$ cat config.mk
export PLATFORM = sky130hd
export DESIGN_NAME = spdc_ctrl
export DESIGN_NICKNAME = d
export VERILOG_FILES = /design/src/spdc_pkg.sv /design/src/spdc_ctrl.sv /design/src/spdc_rx.sv
export SDC_FILE = /design/constraint.sdc
export NUM_CORES = 1
export LEC_CHECK = 0
export ABC_AREA = 1
export BUFFER_PORTS_ARGS = -buffer_cell sky130_fd_sc_hd__buf_4
export CORE_AREA = 2 2 139 141
export CTS_CLUSTER_SIZE = 20
export DETAILED_ROUTE_END_ITERATION = 12
export DIE_AREA = 0 0 141 143
export HOLD_SLACK_MARGIN = 0.08
export MAX_ROUTING_LAYER = met4
export PLACE_DENSITY = 0.91
export SYNTH_ARGS = -nofsm -noshare
export SYNTH_HDL_FRONTEND = slang
export SYNTH_SLANG_ARGS = --single-unit
$ cat constraint.sdc
create_clock -name i_ref_clk -period 4.1 [get_ports i_ref_clk]
set_clock_uncertainty 0.2 [all_clocks]
set_input_delay 0.82 -clock i_ref_clk [delete_from_list [all_inputs] [get_ports i_ref_clk]]
set_output_delay 0.82 -clock i_ref_clk [all_outputs]
set_load 0.05 [all_outputs]
$ cat src/spdc_pkg.sv
/*
 * Shared constants for the single pin debug controller: control and
 * status bit positions, reset values, counter limits and link timing.
 * Assumes a 125 MHz system clock and an external pull-up on the pin.
 */
package spdc_pkg;

    // System clock
    localparam int unsigned SPDC_CLK_HZ       = 125_000_000;

    // Character format
    localparam logic [3:0]  SPDC_DATA_BITS    = 4'h8;
    localparam logic [3:0]  SPDC_LAST_BIT     = 4'h9;

    // Auto-baud limits: divider in clocks per bit, counter caps in clocks
    localparam logic [9:0]  SPDC_MIN_DIV      = 10'h004;
    localparam logic [9:0]  SPDC_MAX_DIV      = 10'h200;
    localparam logic [12:0] SPDC_MEAS_MAX     = 13'h1fff;
    localparam logic [13:0] SPDC_LOW_MAX      = 14'h3fff;
    // Nine bit times at the slowest rate
    localparam logic [13:0] SPDC_UNCAL_BRK    = 14'h1200;

    // Outgoing break length in system clocks
    localparam logic [12:0] SPDC_BREAK_CYC    = 13'h1000;

    // Control register bit positions
    localparam int unsigned SPDC_CTL_DBG      = 7;
    localparam int unsigned SPDC_CTL_BRKEN    = 6;
    localparam int unsigned SPDC_CTL_BREAK_LOOP_BIT    = 5;
    localparam int unsigned SPDC_CTL_CNTBRK   = 4;
    localparam int unsigned SPDC_CTL_PCSEL    = 3;
    localparam logic [7:0]  SPDC_CTL_RST      = 8'h00;

    // Status register bit positions
    localparam int unsigned SPDC_STAT_DBG     = 7;
    localparam int unsigned SPDC_STAT_IDLE    = 6;

    // Debug counter values
    localparam logic [15:0] SPDC_CNT_MAX      = 16'hffff;
    localparam logic [15:0] SPDC_CNT_ZERO     = 16'h0000;
    localparam logic [15:0] SPDC_CNT_ONE      = 16'h0001;

    // Cycles before the reset strap is sampled
    localparam logic [1:0]  SPDC_STRAP_WAIT   = 2'h2;

endpackage

$ cat src/spdc_ctrl.sv
/*
 * Top of the single pin debug controller: pin synchroniser, transmitter,
 * error recovery, debug mode control, breakpoint handling and the debug
 * event counter. Assumes command decoding sits outside and uses the
 * byte and register ports; i_arst_n gathers power-on, brown-out and
 * pin reset.
 */
`timescale 1ns/100ps
// Operation
// - In debug mode CPU fetch stops, halt exits, watchdog is refreshed.
// - Enter debug by control write, breakpoint, PC match, countdown end.
// - Pin low when reset is left puts the device in debug mode.
// - Leave debug on control bit clear without read protect, or any device reset.
// - Pin low during stop mode requests a full system reset.
// - Characters are start, eight data bits LSB first, stop.
// - Bit period lies between clock/512 and clock/4.
// - Nine or more low bit times is a break; auto-baud resets.
// - Detect break, framing error and transmit collision.
// - On error abort, send 4096-cycle break, reset auto-baud.
// - Break keeps control and debug mode; link held until pin high.
// - Host break during device transmission is seen as an error.
// - Breakpoint opcode idles CPU when enabled, else acts as no-op.
// - Break loop keeps the CPU serving interrupts and DMA.
// - Status idle flag shows the CPU looping on a breakpoint.
// - Cleared loop bit makes the next breakpoint enter debug mode.
// - Most commands stay disabled while looping, outside debug mode.
// - 16-bit counter: cycle count, countdown break, or PC match.
// - Cycle mode clears on debug exit, stops on entry or saturation.
// - Counter doubles as transfer byte count and checksum residual.
// - Counter reads inverted, and FFFFH outside debug mode.
module spdc_ctrl
    import spdc_pkg::*;
(
    // Clock and reset
    input  wire logic        i_ref_clk,
    input  wire logic        i_arst_n,
    // Debug pin, open drain
    input  wire logic        i_debug_pin,
    output logic             o_debug_pin_out,
    output logic             o_debug_pin_oe,
    // Link bytes to and from command logic
    output logic [7:0]       o_rx_data,
    output logic             o_rx_valid,
    input  wire logic [7:0]  i_tx_data,
    input  wire logic        i_tx_valid,
    output logic             o_tx_ready,
    output logic             o_abort,
    // Register access from command logic
    input  wire logic        i_ctl_wr,
    input  wire logic [7:0]  i_ctl_data,
    input  wire logic        i_read_protect,
    input  wire logic        i_cnt_wr,
    input  wire logic [15:0] i_cnt_data,
    input  wire logic        i_cnt_dec,
    output logic [15:0]      o_cnt_rd,
    output logic [7:0]       o_ctl_rd,
    output logic [7:0]       o_stat_rd,
    output logic             o_cmd_en,
    // CPU side
    input  wire logic        i_brk_decode,
    input  wire logic        i_pc_valid,
    input  wire logic [15:0] i_pc,
    input  wire logic        i_stop_mode,
    output logic             o_cpu_fetch_stop,
    output logic             o_halt_exit,
    output logic             o_wdt_refresh,
    output logic             o_brk_repeat,
    output logic             o_sys_reset_req
);
    typedef enum logic [3:0] {
        L_IDLE = 4'b0001,
        L_TX   = 4'b0010,
        L_BRK  = 4'b0100,
        L_HOLD = 4'b1000
    } spdc_link_st_t;

    typedef struct packed {
        logic          sync1;
        logic          sync2;
        spdc_link_st_t st;
        logic [9:0]    tx_sh;
        logic [9:0]    tick;
        logic [3:0]    bitn;
        logic [12:0]   brk_cnt;
        logic          oe;
        logic          tx_ready;
        logic          abort;
        logic          dbg;
        logic          brk_en;
        logic          break_loop_bit;
        logic          cnt_brk;
        logic          pc_sel;
        logic          looping;
        logic [15:0]   cnt;
        logic [1:0]    strap_wait;
        logic          rst_req;
        logic [15:0]   cnt_rd;
    } spdc_ctrl_t;

    spdc_ctrl_t q;
    spdc_ctrl_t d;
    logic       rx_cal;
    logic [9:0] rx_per;
    logic       rx_ferr;
    logic       rx_brk;
    logic       rx_busy;
    logic       link_hold;
    logic       link_mute;
    logic       coll;

    assign link_hold = q.st == L_BRK || q.st == L_HOLD;
    assign link_mute = q.st == L_TX;

    spdc_rx u_rx (
        .i_ref_clk   (i_ref_clk),
        .i_arst_n    (i_arst_n),
        .i_hold_rst  (link_hold),
        .i_mute      (link_mute),
        .i_pin       (q.sync2),
        .o_cal       (rx_cal),
        .o_period    (rx_per),
        .o_rx_data   (o_rx_data),
        .o_rx_valid  (o_rx_valid),
        .o_frame_err (rx_ferr),
        .o_break     (rx_brk),
        .o_busy      (rx_busy)
    );

    always_comb
    begin
        d = q;
        d.sync1 = i_debug_pin;
        d.sync2 = q.sync1;
        d.abort = 1'b0;
        coll = 1'b0;
        // Link: transmit, break out, wait for release
        case (q.st)
            L_IDLE:
            begin
                if (i_tx_valid && q.tx_ready && rx_cal && !rx_busy)
                begin
                    d.tx_sh = {1'b1, i_tx_data, 1'b0};
                    d.oe = 1'b1;
                    d.tick = rx_per;
                    d.bitn = 4'h0;
                    d.st = L_TX;
                end
            end
            L_TX:
            begin
                d.tick = q.tick - 10'h001;
                if (q.tick == {1'b0, rx_per[9:1]} && !q.oe && !q.sync2)
                    coll = 1'b1;
                if (q.tick == 10'h001)
                begin
                    d.tx_sh = {1'b1, q.tx_sh[9:1]};
                    d.bitn = q.bitn + 4'h1;
                    d.tick = rx_per;
                    d.oe = !q.tx_sh[1];
                    if (q.bitn == SPDC_LAST_BIT)
                    begin
                        d.oe = 1'b0;
                        d.st = L_IDLE;
                    end
                end
            end
            L_BRK:
            begin
                d.brk_cnt = q.brk_cnt - 13'h0001;
                if (q.brk_cnt == 13'h0001)
                begin
                    d.oe = 1'b0;
                    d.st = L_HOLD;
                end
            end
            L_HOLD:
            begin
                if (q.sync2)
                    d.st = L_IDLE;
            end
            default:
                d.st = L_IDLE;
        endcase
        // Any serial error aborts and answers with a break
        if ((rx_ferr || rx_brk || coll) && !link_hold)
        begin
            d.abort = 1'b1;
            d.oe = 1'b1;
            d.brk_cnt = SPDC_BREAK_CYC;
            d.st = L_BRK;
        end
        d.tx_ready = d.st == L_IDLE && rx_cal && !rx_busy &&
                     !(q.st == L_IDLE && i_tx_valid && q.tx_ready);

        // Control register writes
        if (i_ctl_wr)
        begin
            d.brk_en = i_ctl_data[SPDC_CTL_BRKEN];
            d.break_loop_bit = i_ctl_data[SPDC_CTL_BREAK_LOOP_BIT];
            d.cnt_brk = i_ctl_data[SPDC_CTL_CNTBRK];
            d.pc_sel = i_ctl_data[SPDC_CTL_PCSEL];
            if (i_ctl_data[SPDC_CTL_DBG])
                d.dbg = 1'b1;
            else if (!i_read_protect)
                d.dbg = 1'b0;
        end

        // Debug counter
        if (q.dbg)
        begin
            if (i_cnt_wr)
                d.cnt = i_cnt_data;
            else if (i_cnt_dec && q.cnt != SPDC_CNT_ZERO)
                d.cnt = q.cnt - SPDC_CNT_ONE;
        end
        else if (!q.cnt_brk || !q.pc_sel)
        begin
            if (q.cnt != SPDC_CNT_ZERO)
                d.cnt = q.cnt - SPDC_CNT_ONE;
            if (q.cnt_brk && q.cnt == SPDC_CNT_ONE)
                d.dbg = 1'b1;
        end
        else if (i_pc_valid && i_pc == q.cnt)
            d.dbg = 1'b1;

        // Breakpoint instruction
        if (i_brk_decode && q.brk_en && !q.dbg)
        begin
            if (q.break_loop_bit)
                d.looping = 1'b1;
            else
                d.dbg = 1'b1;
        end

        // Reset strap once the synchroniser holds the pin
        if (q.strap_wait != 2'h3)
        begin
            d.strap_wait = q.strap_wait + 2'h1;
            if (q.strap_wait == SPDC_STRAP_WAIT && !q.sync2)
                d.dbg = 1'b1;
        end

        if (d.dbg)
            d.looping = 1'b0;
        // Cycle count restarts from zero on exit
        if (q.dbg && !d.dbg && !d.cnt_brk)
            d.cnt = SPDC_CNT_MAX;
        if (i_stop_mode && !q.sync2)
            d.rst_req = 1'b1;
        d.cnt_rd = d.dbg ? ~d.cnt : SPDC_CNT_MAX;
    end

    always_ff @(posedge i_ref_clk or negedge i_arst_n)
    begin
        if (!i_arst_n)
        begin
            q <= '0;
            q.sync1 <= 1'b1;
            q.sync2 <= 1'b1;
            q.st <= L_IDLE;
            q.cnt_rd <= SPDC_CNT_MAX;
            {q.dbg, q.brk_en, q.break_loop_bit, q.cnt_brk, q.pc_sel} <=
                SPDC_CTL_RST[7:3];
        end
        else
            q <= d;
    end

    // Outputs
    assign o_debug_pin_out = 1'b0;
    assign o_debug_pin_oe = q.oe;
    assign o_tx_ready = q.tx_ready;
    assign o_abort = q.abort;
    assign o_cnt_rd = q.cnt_rd;
    assign o_ctl_rd = {q.dbg, q.brk_en, q.break_loop_bit, q.cnt_brk, q.pc_sel,
                       3'h0};
    assign o_stat_rd = {q.dbg, q.looping, 6'h00};
    assign o_cmd_en = q.dbg && !q.looping;
    assign o_cpu_fetch_stop = q.dbg;
    assign o_halt_exit = q.dbg;
    assign o_wdt_refresh = q.dbg;
    assign o_brk_repeat = q.looping;
    assign o_sys_reset_req = q.rst_req;

endmodule

$ cat src/spdc_rx.sv
/*
 * Receiver and auto-baud detector of the debug link: measures the
 * calibration character, receives characters, flags framing errors
 * and serial breaks. Assumes a synchronised pin level on i_pin.
 */
`timescale 1ns/100ps
module spdc_rx
    import spdc_pkg::*;
(
    // Clock and reset
    input  wire logic       i_ref_clk,
    input  wire logic       i_arst_n,
    // Control from the link owner
    input  wire logic       i_hold_rst,
    input  wire logic       i_mute,
    input  wire logic       i_pin,
    // Results
    output logic            o_cal,
    output logic [9:0]      o_period,
    output logic [7:0]      o_rx_data,
    output logic            o_rx_valid,
    output logic            o_frame_err,
    output logic            o_break,
    output logic            o_busy
);
    typedef enum logic [4:0] {
        R_CAL  = 5'b00001,
        R_MEAS = 5'b00010,
        R_IDLE = 5'b00100,
        R_DATA = 5'b01000,
        R_STOP = 5'b10000
    } spdc_rx_st_t;

    typedef struct packed {
        spdc_rx_st_t st;
        logic        pin;
        logic [13:0] low;
        logic [12:0] meas;
        logic [9:0]  per;
        logic [9:0]  tick;
        logic [3:0]  bitn;
        logic [7:0]  sh;
        logic [7:0]  data;
        logic        valid;
        logic        ferr;
        logic        breakpoint_instruction;
        logic        brk_seen;
        logic        cal;
    } spdc_rx_t;

    spdc_rx_t q;
    spdc_rx_t d;
    logic [13:0] nine_bits;

    always_comb
    begin
        d = q;
        d.valid = 1'b0;
        d.ferr = 1'b0;
        d.breakpoint_instruction = 1'b0;
        d.pin = i_pin;
        nine_bits = {1'b0, q.per, 3'b000} + {4'h0, q.per};
        // Low run length for break detection
        if (i_pin || i_mute)
            d.low = 14'h0000;
        else if (q.low != SPDC_LOW_MAX)
            d.low = q.low + 14'h0001;
        if (q.brk_seen && i_pin)
            d.brk_seen = 1'b0;
        case (q.st)
            R_CAL:
            begin
                if (!q.brk_seen && q.pin && !i_pin)
                begin
                    d.st = R_MEAS;
                    d.meas = 13'h0001;
                end
            end
            R_MEAS:
            begin
                if (i_pin)
                begin
                    d.per = q.meas[12:3];
                    if (q.meas[12:3] >= SPDC_MIN_DIV &&
                        q.meas[12:3] <= SPDC_MAX_DIV)
                    begin
                        d.cal = 1'b1;
                        d.st = R_IDLE;
                    end
                    else
                        d.st = R_CAL;
                end
                else if (q.meas != SPDC_MEAS_MAX)
                    d.meas = q.meas + 13'h0001;
            end
            R_IDLE:
            begin
                if (!i_mute && q.pin && !i_pin)
                begin
                    d.tick = q.per + {1'b0, q.per[9:1]};
                    d.bitn = 4'h0;
                    d.st = R_DATA;
                end
            end
            R_DATA:
            begin
                d.tick = q.tick - 10'h001;
                if (q.tick == 10'h001)
                begin
                    d.sh = {i_pin, q.sh[7:1]};
                    d.bitn = q.bitn + 4'h1;
                    d.tick = q.per;
                    if (q.bitn == SPDC_DATA_BITS - 4'h1)
                        d.st = R_STOP;
                end
            end
            R_STOP:
            begin
                d.tick = q.tick - 10'h001;
                if (q.tick == 10'h001)
                begin
                    d.st = R_IDLE;
                    if (i_pin)
                    begin
                        d.data = q.sh;
                        d.valid = 1'b1;
                    end
                    else
                        d.ferr = 1'b1;
                end
            end
            default:
                d.st = R_CAL;
        endcase
        // Break: nine bit times low, or too long to calibrate
        if (!i_pin && !q.brk_seen && !i_mute &&
            (q.cal ? (q.low >= nine_bits) : (q.low >= SPDC_UNCAL_BRK)))
        begin
            d.breakpoint_instruction = 1'b1;
            d.brk_seen = 1'b1;
            d.cal = 1'b0;
            d.st = R_CAL;
        end
        if (i_hold_rst)
        begin
            d.st = R_CAL;
            d.cal = 1'b0;
            d.brk_seen = 1'b0;
            d.low = 14'h0000;
            d.breakpoint_instruction = 1'b0;
            d.ferr = 1'b0;
            d.valid = 1'b0;
        end
    end

    always_ff @(posedge i_ref_clk or negedge i_arst_n)
    begin
        if (!i_arst_n)
        begin
            q <= '0;
            q.st <= R_CAL;
            q.pin <= 1'b1;
        end
        else
            q <= d;
    end

    assign o_cal = q.cal;
    assign o_period = q.per;
    assign o_rx_data = q.data;
    assign o_rx_valid = q.valid;
    assign o_frame_err = q.ferr;
    assign o_break = q.breakpoint_instruction;
    assign o_busy = q.st == R_DATA || q.st == R_STOP;

endmodule

==> results of run 1 <==
==> cells by family after synthesis <==
kind of cell,after synthesis,share of synthesized area (%)
buffers and inverters,246,10.7
xor gates and xnor gates,52,4.14
adders and majority gates,48,5.60
and+or+nand+nor,780,31.0
DFF,164,37.5
AOI/OAI and AO/OA,218,10.8
other,1,0.0341
muxes,2,0.193
==> worst max-delay path: cells and delay by family, from the launching register on <==
family,cells,cell delay (ns)
xor+xnor,1,0.14
buf+inv,1,0.19
simple gates,7,0.82
compound gates,5,0.88
flops,1,0.57
fa+ha+maj,2,0.79
==> metrics by stage <==
step / setup slack [ns] / std cells
2_1_floorplan: 1.01 / 1520
3_3_place_gp: 0.631 / 1780
3_5_place_dp: 0.586 / 1780
4_1_cts: 0.552 / 1812
5_1_grt: 0.0839 / 1812
6_report: 0.434 / 1812
==> final cells by class <==
type                       instances  area share [%]
multi-input combinational       1110            47.0
tap                              234            2.40
sequential                       164            33.9
clock inverter                    15            1.55
clock buffer                      17            3.49
timing repair buffer             102            6.42
inverter                         170            5.24
==> final timing paths <==
path,from,to,cells after the start
setup / recovery,u_rx.o_period[1],u_rx.q[73],16
hold / removal,i_arst_n,q[24],1
setup reg to reg,u_rx.o_period[1],u_rx.q[73],16
hold reg to reg,d[85],q[85],0
max in group asynchronous,i_arst_n,o_cnt_rd[14],2
min in group i_ref_clk,d[85],q[85],0
==> registers in the layout (all words and copies together) (netlist names) <==
| signal | count |
|---|---|
| u_rx.o_break | 1 |
| u_rx.o_cal | 1 |
| o_abort | 1 |
| o_cpu_fetch_stop | 1 |
| u_rx.o_rx_valid | 1 |
| o_debug_pin_oe | 1 |
| u_rx.q | 56 |
| d | 1 |
| o_cnt_rd | 16 |
| o_tx_ready | 1 |
| o_sys_reset_req | 1 |
| u_rx.o_period | 10 |
| q | 59 |
| o_ctl_rd | 4 |
| u_rx.o_rx_data | 8 |
| u_rx.o_frame_err | 1 |
| o_brk_repeat | 1 |
==> layer usage <==
metal	routed length [um]	up-vias	global-route usage [%]
met3	2050	87	4.53
met1	11500	4778	35.3
met4	932	0	12.0
met2	13700	485	48.6
li1	-	4955	-
met5	0	-	-
==> power by group through the flow <==
stage          registers (mW)  clock network (mW)  logic, mW
2_1_floorplan            1.88                   0      0.908
3_3_place_gp             1.92                   0       1.09
3_5_place_dp             1.92                   0       1.13
4_1_cts                  1.89                1.68       1.13
5_1_grt                  1.90                1.75       1.27
6_report                 1.90                1.67       1.15
==> layout by cell type, fill, tap and decap left out, types with 3 or more instances in the layout <==
cell type / instances
nand2_1: 406
nor2_1: 162
inv_1: 159
dfrtp_1: 143
buf_4: 100
nand3_1: 96
a21oi_1: 81
o21ai_0: 75
ha_1: 46
xor2_1: 43
nand4_1: 34
nor3_1: 26
dfstp_2: 21
o21ai_1: 18
clkbuf_16: 17
a31oi_1: 13
inv_2: 11
nor2_2: 10
nand2_2: 10
conb_1: 10
xnor2_1: 9
o211ai_1: 8
or2_2: 8
nand3_2: 5
nor4_1: 5
o31ai_1: 5
inv_8: 5
a21o_1: 4
inv_12: 4
o22ai_1: 3
==> results.txt, run 1 <==
- Combinational Power Share: 24.3%
- The initial utilization of the core area, before any placement, comes to 59.2%.
- Violation count after the first detailed-route iteration: 895
* Io pins: 110
* Wire length of the first global-routing pass: 46,200 um
- Measured along the x axis, the die boundary spans 141 um.
- After detailed routing, the average wire length per cell comes to 15.5 um.
* Tmin final: 3.67 ns
- The total count of max-transition violations in the final report came to 0.
* Top FF cell, synth: dfrtp_1
- Post-CTS clock slew at the launch and capture registers of the worst setup and hold paths: 0.08 ns
- Standby leakage power: 6.15 nW
* Finished Cell Area: 12,200 um2
- Most common library cells after synthesis: 406 x nand2_1, 162 x nor2_1, 159 x inv_1
- The cell count after synthesis came out at 1,511.
- Main area contributors after synthesis: dfrtp_1 33%, nand2_1 14%, nor2_1 5.5%
* Largest vdd supply drop: 0.321 mV
- For the pin with the worst max-slew slack, the measured transition is 0.995 ns.
- Pin count of the biggest net entering global routing: 67
- Setup-failing EPs final: 0
* # hold bufs at CTS: 0
- Number of filler instances in the final layout: 1,517
* Highest Clock Rate: 273 MHz
- Worst-path cell with the longest stage delay: dfrtp_1
- STA classifies the critical path endpoint as a flop.
* Number of antenna violations at the first check in global routing: 0
- Cell internal power was estimated by the tool at 2.95 mW.
- The via count of the first global-routing pass came to 9,867.
- H-Tree Level Count: 4
- Port buffering added 96 buffers.
- Post-CTS Repair Setup Buffers: 0
* Total power divided by cell area: 387 nW/um2
- Final weighted congestion of routability-driven global placement: 0.996
- Hold timing on the final database bottoms out at a slack of 0.154 ns.
- Delay of the slowest cell on the worst path: 0.57 ns
* Iteration count of the initial detailed-routing pass: 8
* Floorplan die area: 20,200 um2
* GRT Residual Overflow: 0
- Clock Sink Count: 164
* Sequential cell area: 4130 um2
* Post-route antenna net violation count: 0
- Yosys instantiated no cell more often than nand2_1.
* Run status: finished, final reports clean
- Gates resized during post-CTS repair numbered 0.
- The synthesized design spends more area on one cell type than any other, namely dfrtp_1.
* WP data required: 4.29 ns
- Cell breakdown of the critical path: inv_1 > fa_1 > o21ai_0 > a21oi_1 > nor2_1 > nor2_1 > xor2_1 > ha_1 > a21oi_1 > o21ai_0 > a21oi_1 > nand2_1 > nand2_1 > nand3_1 > nand2_1 > nand2_1
- Number of nets in the layout: 1,672
* Sequential element share of the synthesized area: 37.5%
* Switching share of total power: 37.5%
- Data arrives at the worst endpoint at 3.85 ns.
* Number of enable flip-flop cells after synthesis: 0
* Async set-or-reset flop fraction in the synthesized netlist: 100%
- Row generation in the floorplan step produced 50 rows.
* Area occupied by multi-input gates: 5730 um2
- Setup repair after global routing left no endpoint under its margin.
* GRT Total Usage: 29.0%
* Area Overhead vs Synth: 10.7%
- Flops & latches, synth: 164
- Dominant cell type by count on the critical path: nand2_1
- Max cap viols: 0
- Die H: 143 um
- In this run the power spent charging and discharging nets is 1.77 mW.
- Measured on the finished design, the core utilization comes to 65.6%.
- Of the post-synthesis cell area, the dominant cell type holds 32.5%.
- The final hold violation count is 0.
* Post-route total power: 4.72 mW
* Clock network fraction of design power: 35.5%
* Total number of yosys warnings: 0
- CTS placed an instance of clkbuf_16 at the clock tree root.
* Worst slew slack as a fraction of its limit: 33.6%
- Worst Path Class, Setup: reg -> reg
- Placeable core region: 18,600 um2
- Dividing the detail-routed via count by the number of cells gives 5.69.
- The share of total power dissipated in sequential elements is 40.2%.
- Library cells used by synthesis: 54
- Clock tree synthesis inserted a total of 17 buffers.
- Vias after detailed routing: 10.3k
- Avg Cell Area, Syn: 7.28 um2
- Total routed wirelength: 28,200 um
* CTS tree: yes
- Area of the mapped netlist: 11,000 um2
- Class of the tightest hold or removal check: in -> async
- Along the worst path, the maximum fanout reaches 14.
- Proportion of layout cells with a drive suffix above 1: 13.4%
- Half-perimeter wire length after detailed placement: 20,000 um
- Setup slack of the worst register-to-register path: 0.43 ns
- Final routed DRC violation total: 0
- Portion of the clock cycle consumed by the worst path in the final layout: 89.4%
- 0 antenna diodes ended up in the layout.
- Clock latency of the later-clocked register in the worst-skew pair: 0.45 ns
* CP Launch Type: flop
* Setup TNS: 0 ns
- Max clock buf depth: 2
- Once placement finished, the instance area stood at 11,600 um2.
Note: power is estimated with default switching activity, not from simulation.
==> run 2: changes to the inputs <==
--- a/config.mk
+++ b/config.mk
@@ -15,4 +15,5 @@
 export MAX_ROUTING_LAYER = met4
 export PLACE_DENSITY = 0.91
+export RECOVER_POWER = 100
 export SYNTH_ARGS = -nofsm -noshare
 export SYNTH_HDL_FRONTEND = slang
==> constraint.sdc (replaced) <==
create_clock -name i_ref_clk -period 4.1 [get_ports i_ref_clk]
set_clock_uncertainty 0.2 [all_clocks]
set_input_delay 0.615 -clock i_ref_clk [delete_from_list [all_inputs] [get_ports i_ref_clk]]
set_output_delay 0.615 -clock i_ref_clk [all_outputs]
set_load 0.05 [all_outputs]
==> run 2 against run 1 <==
The run now ends with DRC, capacitance limit, slew limit left. Design area down 1.7%. Routed wire length down 3.0%. Non-clock buffer count up 2. Global-route usage down 0.59 points. Cell count up 0.11%. Sequential cell count unchanged. Largest cell class unchanged.
==> results.txt, run 2 (same netlist as run 1, synthesis figures left out) <==
* Total routed wirelength: 27,300 um
- Combinational Power Share: 23.6%
- Cell internal power was estimated by the tool at 2.89 mW.
* Count of port buffers added during placement: 96
* Post-CTS clock slew at the launch and capture registers of the worst setup and hold paths: 0.08 ns
- After detailed routing, the number of vias per cell comes to 5.68.
- Nature of the critical path endpoint: flop
* Failing checks: DRC, capacitance limit, slew limit
- For this block, the initial DRC count from the detailed router was 764.
- Wire length of the first global-routing pass: 45,200 um
- Counting both buffers and inverters, the worst setup path holds a total of 1.
* Peak fanout along the critical path: 14
* Standby leakage power: 5.99 nW
- In the final routed layout, each cell accounts on average for 15.1 um.
- Finished Cell Area: 12,000 um2
- Measured along the x axis, the die boundary spans 141 um.
- At the later pin of the worst-skew pair, clock insertion delay measures 0.44 ns.
- Endpoints failing hold: 0
* Run status: complete, but fails checks
- Area Overhead vs Synth: 8.82%
- In this run the deepest clock path goes through 2 buffers.
* Family with the most delay on the worst path: adder cells
* Largest register by flop count: q
* Worst slew slack as a fraction of its limit: -48.6%
- Worst-path cell with the longest stage delay: dfrtp_1
* Cell breakdown of the critical path: ha_1 > inv_1 > fa_1 > o21ai_0 > a21oi_1 > nor2_1 > nor2_1 > xor2_1 > ha_1 > a21oi_1 > o21ai_0 > a21oi_1 > nand2_1 > nand2_1 > nand3_1 > nand2_1 > nand2_1
- The tightest min-delay check is of the reg -> reg type.
- For this design the total switching power over the nets is 1.74 mW.
- Summing all multi-input logic gate instances after layout gives 5670 um2.
* Hold_ws: 0.167 ns
- Placeable core region: 18,600 um2
* Most frequent cells in the layout: 413 x nand2_1, 166 x nor2_1, 165 x inv_1, 143 x dfrtp_1, 99 x nand3_1
- Total inserted antenna cells: 0
- Once placement completed, the tool counted placed cells totaling 1,781.
- Starting density of the core: 59.2%
- Data arrival time of the critical path: 3.80 ns
* Floorplan die area: 20,200 um2
* Clk root buf: clkbuf_16
- Half-perimeter wire length after detailed placement: 19,600 um
- Pins over their slew limit: 91
- Setup-failing EPs final: 0
- After layout, the worst path uses 88.4% of the clock period.
- Pin count of the biggest net entering global routing: 91
- Transition time at the pin with the least slew margin: 2.23 ns
- Buffers inserted during clock tree synthesis total 17.
- The worst setup path is launched from a flop.
- The number of setup buffers added after CTS is 0.
- TritonCTS built the clock tree.
- The register with the most flip-flops in the layout has 59 of them.
- Number of antenna violations at the first check in global routing: 0
- Setup TNS: 0 ns
- Data on the critical path is required at its endpoint by 4.28 ns.
* Vias after detailed routing: 10.3k
- Of the cells placed in the final design, the portion with a size suffix greater than 1 is 9.18%.
- H-Tree Level Count: 4
- Final standard cell count with taps included and fillers excluded: 1,814
* Site Rows: 50
* Leading cell type in the layout, fill and taps excluded: nand2_1
* Switching share of total power: 37.6%
- Area after detailed placement: 11,600 um2
* Sequential cell area: 4130 um2
- The via count of the first global-routing pass was 9,775.
* Tmin final: 3.63 ns
- Clock Sink Count: 164
* Post-route antenna net violation count: 0
- Dominant cell type by count on the critical path: nand2_1
* Number of nets in the layout: 1,674
- The tool flagged a number of max-cap violations equal to 1.
- Final routed DRC violation total: 1
* Worst Path Class, Setup: reg -> reg
- GRT Total Usage: 28.4%
- Pre-CTS setup slack: 0.555 ns
- GRT Residual Overflow: 0
* Io pins: 110
* Die H: 143 um
- Iteration count of the initial detailed-routing pass: 10
- Total power divided by cell area: 387 nW/um2
- Largest vdd supply drop: 0.320 mV
- For this run, the slowest stage of the critical path takes 0.54 ns.
- The share of total power dissipated in sequential elements is 40.8%.
- Setup repair after global routing left no endpoint under its margin.
- Clock network fraction of design power: 35.6%
- Setup slack on the critical path of the routed design comes to 0.474 ns.
- Final weighted congestion of routability-driven global placement: 0.944
- Number of filler instances in the final layout: 1,630
- For this run, the top clock speed supported by timing is 276 MHz.
[run 2: cell count changes in the layout (fill, tap and decap cells not counted), moves of 6 or more]
cell | previous run | this run
o21ai_0 | 75 | 81
o21ai_1 | 18 | 12
nand2_1 | 406 | 413
buf_4 | 100 | 57
clkbuf_1 | 0 | 43
nand2_2 | 10 | 3
inv_1 | 159 | 165
inv_2 | 11 | 4
[run 2: power by group through the flow]
| stage | clock network [mW] | registers [mW] | logic, mW |
|---|---|---|---|
| after floorplan | 0 | 1.88 | 0.908 |
| after global placement | 0 | 1.92 | 1.10 |
| after detailed placement | 0 | 1.92 | 1.12 |
| after CTS | 1.66 | 1.89 | 1.14 |
| after global routing | 1.72 | 1.90 | 1.21 |
| final | 1.65 | 1.89 | 1.09 |
[run 2: what timing repair did]
action | 4_1_cts | 5_1_grt
endpoints found under the hold margin | 1 | 0
resized for setup | 0 | 0
hold buffers | 1 | 0
[run 2: final cells by class]
class	instances	area share (%)
multi-input combinational	1110	47.4
sequential	164	34.5
inverter	170	5.33
timing repair buffer	104	5.15
clock buffer	17	3.55
tap	234	2.45
clock inverter	15	1.66
[run 2: worst paths after layout]
path                            slack (ns)  cells after the start          to        startpoint
worst max-delay path                  0.47                     17  u_rx.q[73]  u_rx.o_period[3]
worst min-delay path                  0.17                      0       q[85]             d[85]
worst max register to register        0.47                     17  u_rx.q[73]  u_rx.o_period[3]
worst min register to register        0.17                      0       q[85]             d[85]
max in group asynchronous             0.86                      2       q[57]          i_arst_n
min in group asynchronous             0.63                      1       q[24]          i_arst_n
[run 2: stage by stage]
step                      total power, mW  util (%)
after global placement               3.01      62.3
after CTS                            4.69      65.7
after detailed placement             3.04      62.3
after floorplan                      2.79         -
after global routing                 4.83      64.4
final                                4.63      64.4
[run 2: layer usage]
metal  share of wire [%]  GRT usage [%]  vias up
met3                 7.4           4.12       83
met5                   0              -        -
met4                 3.3           11.5        0
met1                  42           35.4     4795
met2                  48           47.0      468
li1                    -              -     4964
